<file path="src/common/dpc_pkg.sv">
package dpc_pkg;
  // mailbox locations, both array sizes
  localparam logic [14:0] MBX_RIGHT_SMALL = 15'h3fff;
  localparam logic [14:0] MBX_LEFT_SMALL  = 15'h3ffe;
  localparam logic [14:0] MBX_RIGHT_LARGE = 15'h7fff;
  localparam logic [14:0] MBX_LEFT_LARGE  = 15'h7ffe;
  localparam int          NUM_SEMS        = 8;
  // timing in ns, 100 MHz core clock
  localparam int          CLK_PERIOD_NS   = 10;
  localparam int          ACCESS_NS       = 20;
  localparam int          FLAG_SETTLE_NS  = 20;
  localparam int          FLOWTHRU_NS     = 20;
  localparam int          SOP_NS          = 10;
  localparam int          ACCESS_CYC      = (ACCESS_NS + CLK_PERIOD_NS - 1) / CLK_PERIOD_NS;
  localparam int          SETTLE_CYC      = (FLAG_SETTLE_NS + CLK_PERIOD_NS - 1) / CLK_PERIOD_NS;
  localparam int          FLOWTHRU_CYC    = (FLOWTHRU_NS + CLK_PERIOD_NS - 1) / CLK_PERIOD_NS;
  localparam int          SOP_CYC         = (SOP_NS + CLK_PERIOD_NS - 1) / CLK_PERIOD_NS;
  // own register map, word index on the command port
  localparam logic [3:0]  REG_CTRL   = 4'h0;
  localparam logic [3:0]  REG_ADDR   = 4'h1;
  localparam logic [3:0]  REG_WDATA  = 4'h2;
  localparam logic [3:0]  REG_RDATA  = 4'h3;
  localparam logic [3:0]  REG_STATUS = 4'h4;
  localparam logic [3:0]  REG_CFG    = 4'h5;
  // ctrl fields
  localparam int          CTRL_GO    = 0;
  localparam int          CTRL_WR    = 1;
  localparam int          CTRL_SEM   = 2;
  localparam int          CTRL_SLAVE = 3;
  localparam logic [31:0] CFG_RST    = 32'h0000_0000;
  typedef enum logic [2:0] {
    DPC_IDLE   = 3'b000,
    DPC_SETUP  = 3'b001,
    DPC_STROBE = 3'b011,
    DPC_HOLD   = 3'b010,
    DPC_GAP    = 3'b110
  } dpc_state_t;
endpackage : dpc_pkg

</file>
<file path="src/dpc_host.sv">
`timescale 1ns/1ps
`default_nettype none
module dpc_host
  import dpc_pkg::*;
#(
  parameter int AW = 15,
  parameter int DW = 36
) (
  input  wire logic           core_clk,
  input  wire logic           nrst,
  input  wire logic [3:0]     reg_addr,
  input  wire logic [31:0]    reg_wdata,
  input  wire logic           reg_wr,
  input  wire logic           reg_rd,
  output logic      [31:0]    reg_rdata,
  output logic                busy_out,
  output logic      [AW-1:0]  mem_addr,
  output logic      [DW-1:0]  mem_dq_o,
  output logic                mem_dq_oe_n,
  input  wire logic [DW-1:0]  mem_dq_i,
  output logic                chip_en_n,
  output logic                rw_n,
  output logic                out_en_n,
  output logic                sem_select_n,
  input  wire logic           port_busy_n,
  input  wire logic           port_int_n
);
  import dpc_pkg::*;

  if (AW < 14 || AW > 15) begin : g_aw_chk
    $error("dpc_host: address width unsupported");
  end
  if (DW < 1 || DW > 36) begin : g_dw_chk
    $error("dpc_host: data width unsupported");
  end
  if (FLOWTHRU_CYC + ACCESS_CYC > 15 || SETTLE_CYC > 15 || SOP_CYC > 15) begin : g_cnt_chk
    $error("dpc_host: timing exceeds counter");
  end

  dpc_state_t      st_r, st_nxt;
  logic [3:0]      cnt_r, cnt_nxt;
  logic [AW-1:0]   addr_r, addr_nxt;
  logic [DW-1:0]   wdat_r, wdat_nxt;
  logic [DW-1:0]   rdat_r, rdat_nxt;
  logic [3:0]      ctrl_r, ctrl_nxt;
  logic [31:0]     rd_r, rd_nxt;
  logic            ce_n_r, ce_n_nxt;
  logic            rw_n_r, rw_n_nxt;
  logic            oe_n_r, oe_n_nxt;
  logic            sem_n_r, sem_n_nxt;
  logic            dqoe_n_r, dqoe_n_nxt;
  logic            bsy_seen_r, bsy_seen_nxt;
  logic            busy_r, busy_nxt;

  function automatic logic [3:0] cyc4(input int c);
    cyc4 = (c < 1) ? 4'h1 : c[3:0];
  endfunction : cyc4

  function automatic logic [3:0] strobe_len(input logic wr);
    strobe_len = wr ? cyc4(ACCESS_CYC) : cyc4(FLOWTHRU_CYC + ACCESS_CYC);
  endfunction : strobe_len

  always_comb begin
    st_nxt       = st_r;
    cnt_nxt      = cnt_r;
    addr_nxt     = addr_r;
    wdat_nxt     = wdat_r;
    rdat_nxt     = rdat_r;
    ctrl_nxt     = ctrl_r;
    ce_n_nxt     = ce_n_r;
    rw_n_nxt     = rw_n_r;
    oe_n_nxt     = oe_n_r;
    sem_n_nxt    = sem_n_r;
    dqoe_n_nxt   = dqoe_n_r;
    bsy_seen_nxt = bsy_seen_r;
    rd_nxt       = 32'h0;
    if (reg_wr && st_r == DPC_IDLE) begin
      case (reg_addr)
        REG_ADDR:  addr_nxt = reg_wdata[AW-1:0];
        REG_WDATA: wdat_nxt = DW'(reg_wdata);
        REG_CFG:   ctrl_nxt[CTRL_SLAVE] = reg_wdata[0];
        REG_CTRL: begin
          ctrl_nxt[CTRL_WR]  = reg_wdata[CTRL_WR];
          ctrl_nxt[CTRL_SEM] = reg_wdata[CTRL_SEM];
          if (reg_wdata[CTRL_GO]) begin
            st_nxt       = DPC_SETUP;
            cnt_nxt      = cyc4(SETTLE_CYC);
            bsy_seen_nxt = 1'b0;
          end
        end
        default: ;
      endcase
    end
    if (reg_rd) begin
      case (reg_addr)
        REG_ADDR:   rd_nxt = 32'(addr_r);
        REG_WDATA:  rd_nxt = 32'(wdat_r);
        REG_RDATA:  rd_nxt = 32'(rdat_r);
        REG_CFG:    rd_nxt = {31'h0, ctrl_r[CTRL_SLAVE]};
        REG_STATUS: rd_nxt = {28'h0, bsy_seen_r, ~port_int_n, ~port_busy_n, st_r != DPC_IDLE};
        default:    rd_nxt = 32'h0;
      endcase
    end
    case (st_r)
      DPC_IDLE: ;
      DPC_SETUP: begin
        // semaphore path keeps chip enable high; addr bits above 2 unused
        if (ctrl_r[CTRL_SEM]) sem_n_nxt = 1'b0;
        else ce_n_nxt = 1'b0;
        if (!ctrl_r[CTRL_WR]) oe_n_nxt = 1'b0;
        else dqoe_n_nxt = 1'b0;
        if (cnt_r > 4'h1) cnt_nxt = cnt_r - 4'h1;
        else begin
          // every access, slave or master, waits out SETTLE_CYC for busy to settle
          st_nxt  = DPC_STROBE;
          cnt_nxt = strobe_len(ctrl_r[CTRL_WR]);
        end
      end
      DPC_STROBE: begin
        if (!port_busy_n && !ctrl_r[CTRL_SEM]) begin
          // hold off while the port is flagged busy
          bsy_seen_nxt = 1'b1;
          rw_n_nxt     = 1'b1;
          cnt_nxt      = strobe_len(ctrl_r[CTRL_WR]);
        end else begin
          if (ctrl_r[CTRL_WR]) rw_n_nxt = 1'b0;
          if (cnt_r > 4'h1) cnt_nxt = cnt_r - 4'h1;
          else begin
            st_nxt  = DPC_HOLD;
            rdat_nxt = ctrl_r[CTRL_SEM] ? {{(DW-1){1'b0}}, mem_dq_i[0]} : mem_dq_i;
          end
        end
      end
      DPC_HOLD: begin
        rw_n_nxt   = 1'b1;
        ce_n_nxt   = 1'b1;
        sem_n_nxt  = 1'b1;
        oe_n_nxt   = 1'b1;
        st_nxt     = DPC_GAP;
        cnt_nxt    = cyc4(SOP_CYC);
      end
      DPC_GAP: begin
        dqoe_n_nxt = 1'b1;
        // deselected long enough before a semaphore read-back
        if (cnt_r > 4'h1) cnt_nxt = cnt_r - 4'h1;
        else st_nxt = DPC_IDLE;
      end
      default: st_nxt = DPC_IDLE;
    endcase
    busy_nxt = st_nxt != DPC_IDLE;
  end

  always_ff @(posedge core_clk or negedge nrst) begin
    if (!nrst) begin
      st_r       <= DPC_IDLE;
      cnt_r      <= 4'h0;
      addr_r     <= '0;
      wdat_r     <= '0;
      rdat_r     <= '0;
      ctrl_r     <= CFG_RST[3:0];
      rd_r       <= 32'h0;
      ce_n_r     <= 1'b1;
      rw_n_r     <= 1'b1;
      oe_n_r     <= 1'b1;
      sem_n_r    <= 1'b1;
      dqoe_n_r   <= 1'b1;
      bsy_seen_r <= 1'b0;
      busy_r     <= 1'b0;
    end else begin
      st_r       <= st_nxt;
      cnt_r      <= cnt_nxt;
      addr_r     <= addr_nxt;
      wdat_r     <= wdat_nxt;
      rdat_r     <= rdat_nxt;
      ctrl_r     <= ctrl_nxt;
      rd_r       <= rd_nxt;
      ce_n_r     <= ce_n_nxt;
      rw_n_r     <= rw_n_nxt;
      oe_n_r     <= oe_n_nxt;
      sem_n_r    <= sem_n_nxt;
      dqoe_n_r   <= dqoe_n_nxt;
      bsy_seen_r <= bsy_seen_nxt;
      busy_r     <= busy_nxt;
    end
  end

  assign reg_rdata    = rd_r;
  assign busy_out     = busy_r;
  assign mem_addr     = addr_r;
  assign mem_dq_o     = wdat_r;
  assign mem_dq_oe_n  = dqoe_n_r;
  assign chip_en_n    = ce_n_r;
  assign rw_n         = rw_n_r;
  assign out_en_n     = oe_n_r;
  assign sem_select_n = sem_n_r;
endmodule : dpc_host
`default_nettype wire

</file>
<file path="config.mk">
export PLATFORM = sky130hd
export DESIGN_NAME = dpc_host
export DESIGN_NICKNAME = d
export VERILOG_FILES = /design/src/common/dpc_pkg.sv /design/src/dpc_host.sv
export SDC_FILE = /design/constraint.sdc
export NUM_CORES = 1
export LEC_CHECK = 0
export BUFFER_PORTS_ARGS = -buffer_cell sky130_fd_sc_hd__buf_4
export CORE_ASPECT_RATIO = 0.6
export CORE_MARGIN = 2
export CORE_UTILIZATION = 36
export CTS_CLUSTER_SIZE = 20
export DETAILED_ROUTE_END_ITERATION = 6
export GPL_TIMING_DRIVEN = 0
export PLACE_DENSITY = 0.71
export RECOVER_POWER = 50
export SETUP_SLACK_MARGIN = 0.05
export SLEW_MARGIN = 15
export SYNTH_ARGS = -nofsm -noshare
export SYNTH_HDL_FRONTEND = slang
export SYNTH_SLANG_ARGS = --single-unit
export TNS_END_PERCENT = 100
</file>
<file path="constraint.sdc">
create_clock -name core_clk -period 2 [get_ports core_clk]
set_input_delay 0.4 -clock core_clk [delete_from_list [all_inputs] [get_ports core_clk]]
set_output_delay 0.4 -clock core_clk [all_outputs]
set_load 0.02 [all_outputs]
</file>
==> flow_metrics.py <==
metrics = {
    "status": {
        "outcome": "finished clean",
    },
    "routing": {
        "wire_per_inst_um": 18.6,
        "vias_per_cell": 5.11,
        "dr.pass1.iters": 6,
        "totalWireLength_mm": 16.2,
        "num_vias": 4475,
        "drt_iter0_markers": 559,
        "postRouteAntennaNets": 0,
        "route.detailed.drc": 0,
    },
    "setup_path": {
        "critical_path_required_ns": 2.29,
        "critical_path_class": "reg2reg",
        "arrival_ns": 2.18,
        "startpoint_type": "flip-flop",
        "ff2ff_path_depth": 6,
        "rr_endpoint": "rdat_r[0]",
        "cp_max_fo": 5,
        "startpoint": "cnt_r[0]",
        "r2r_start": "cnt_r[0]",
        "r2r_setup_slack_ns": 0.11,
        "end_kind": "flip-flop",
    },
    "layout": {
        "drive_gt1_share_pct": 34.6,
        "layout_common_cells": "dfrtp_1 (123), clkbuf_1 (92), buf_4 (82), nand2_1 (48)",
        "layout.nets": 739,
        "fin_area_um2": 7570,
        "synthToLayoutAreaGrowth_pct": 33.0,
        "postLayoutCoreUtil_pct": 49.1,
        "layout_commonest_cell": "dfrtp_1",
        "nFillCells": 1466,
    },
    "sta": {
        "maxSlewViolCount": 0,
        "hold_violations": 0,
        "fin_crit_sh_pct": 94.6,
        "setup_viol": 0,
        "slew_headroom_pct": 40.4,
        "layout_setup_ws_ns": 0.107,
        "grt_setup_unrepaired": "no",
        "worstMarginPinSlew_ns": 0.894,
        "max_freq_mhz": 528,
        "clock_skew_ns": 0.00918,
        "timing.final.crit_period_ns": 1.89,
    },
    "yosys": {
        "synth-seq-cells": 128,
        "synth_seq_area_share_pct": 56.4,
        "async_reset_ff_share_pct": 100,
        "synth_ff_type": "dfrtp_1",
        "avgSynthCellArea_um2": 11.9,
        "netlist_instances": 478,
        "synth_edf_count": 0,
        "yosysWarnings": 0,
        "syn_area_um2": 5690,
        "synth.distinct_cells": 49,
    },
    "power": {
        "pwr-share-clk_pct": 31.5,
        "p_comb_share_pct": 31.0,
        "powerDensity_nw_per_um2": 1460,
        "sw_frac_of_total_pct": 34.6,
        "p_switching_mw": 3.84,
        "p_leak_nw": 3.42,
        "internal-power_mw": 7.25,
        "power_mw": 11.1,
        "vdd.ir_drop.worst_uv": 681,
        "p_seq_share_pct": 37.5,
    },
    "floorplanning": {
        "dieArea_um2": 16900,
        "die_h_um": 101,
        "coreArea_um2": 15400,
        "die_x_um": 166,
        "ios": 167,
        "rows": 35,
        "start_util_pct": 36.9,
    },
    "placed_design": {
        "dp_slack_ns": -0.159,
        "dp_hpwl_mm": 11.6,
        "gp_congestion": 0.827,
        "portBuffers": 155,
        "place_area_um2": 7150,
    },
    "clock_tree": {
        "cts_sinks": 128,
        "clkTransAtPathRegs_ns": 0.06,
        "cts_tree": "done",
        "cts_max_level": 4,
        "clock_path_buffers": 2,
        "numCtsBuffers": 17,
        "clk_latency_ns": 0.41,
        "clockRootBuffer": "clkbuf_16",
    },
    "min_path": {
        "hold_end": "mem_dq_o[3]",
        "min-delay-start": "reg_wdata[3]",
        "hp-class": "in2reg",
        "min_path_cells": 2,
    },
    "global_route": {
        "grt_pass1_wl_mm": 25.2,
        "grt_pass1_vias": 4597,
        "grt-ovfl-total": 0,
        "grt_max_degree": 68,
        "grt_antenna_before_repair": 0,
        "grt.total_usage_pct": 19.3,
    },
    "job": {
        "max-cap-violations": 0,
    },
}
stage by stage:
step                hold slack, ns  setup TNS, ns  std cells
floorplan                    0.104              0        481
finish                       0.223              0        875
CTS                          0.208              0        872
global placement             0.462         -0.493        839
detailed placement           0.420          -1.45        840
global route                 0.205              0        874
final cells by class:
type                            instances  area [µm²]  share of cell area (%)
Multi-Input combinational cell        311        2260                    29.8
Buffer                                 37         246                    3.26
Antenna cell                            1        2.50                  0.0331
Inverter                                5        18.8                   0.248
Clock buffer                           18         429                    5.67
Sequential cell                       128        3210                    42.4
Clock inverter                         13         236                    3.12
Tap cell                              203         254                    3.35
Timing Repair Buffer                  159         916                    12.1
cells by family (layout without fill, tap and decap cells):
family          Yosys count  in the layout  share of synthesized area [%]
mux                      51             51                           10.8
compound gates          105            105                           14.1
flops                   128            128                           56.4
simple gates            149            149                           13.6
fa+ha+maj                 2              2                          0.439
buf+inv                  42            232                           4.57
other cells               1              5                         0.0659
cell usage after synthesis (all sizes together), types with 3 or more instances:
library cell	number	area [µm²]
o21ai	39	304
dfstp	5	131
nor2	39	146
nand3	3	15.0
o211ai	3	22.5
mux2	51	616
nand2	50	190
a21boi	3	22.5
a21oi	16	80.1
dfrtp	123	3080
clkbuf	12	45.0
nor4b	3	71.3
inv	5	18.8
a222oi	13	130
a22oi	17	128
buf	25	196
nand2b	33	214
nor3	7	35.0
a21o	3	22.5
what timing repair did:
item	in CTS	in global routing
hold endpoints to repair	11	0
setup buffers	0	1
hold buffers	1	0
endpoints found under the setup margin	0	51
resized for setup	0	12
metal layers:
layer | track usage (%) | wire length (µm) | vias up | part of all wire [%]
met5 | 0 | 0 | - | 0
met4 | 5.77 | 242 | 0 | 1.5
met3 | 5.55 | 1330 | 24 | 8.2
met2 | 30.4 | 7310 | 220 | 45
met1 | 26.3 | 7350 | 2171 | 45
li1 | - | - | 2060 | -
power by group through the flow:
stage | Clock, mW | Sequential [mW] | Combinational [mW]
2_1_floorplan | 0 | 4.63 | 1.72
3_3_place_gp | 0 | 4.12 | 3.64
3_5_place_dp | 0 | 4.19 | 3.74
4_1_cts | 3.56 | 4.16 | 3.76
5_1_grt | 3.69 | 4.27 | 3.73
6_report | 3.50 | 4.16 | 3.44
critical path, cell delays in order, from the launching register on:
cell and delay (ns):
dfrtp_1 0.43, inv_2 0.10, ha_4 0.15, nor2_1 0.08
or4b_4 0.55, buf_8 0.16, mux2_4 0.29
worst max-delay path by stage:
stage,end
2_1_floorplan,rdat_r[0]
3_3_place_gp,reg_rdata[1]
3_5_place_dp,reg_rdata[1]
4_1_cts,rdat_r[0]
5_1_grt,rdat_r[20]
6_report,rdat_r[0]
registers in the layout, summed over array words and instances, names as in the netlist:
name	count
bsy_seen_r	1
busy_out	1
chip_en_n	1
cnt_r	4
ctrl_r	3
mem_addr	15
mem_dq_o	32
mem_dq_oe_n	1
out_en_n	1
rdat_r	32
reg_rdata	32
rw_n	1
sem_select_n	1
st_r	3
(Power assumes the default switching activity.)
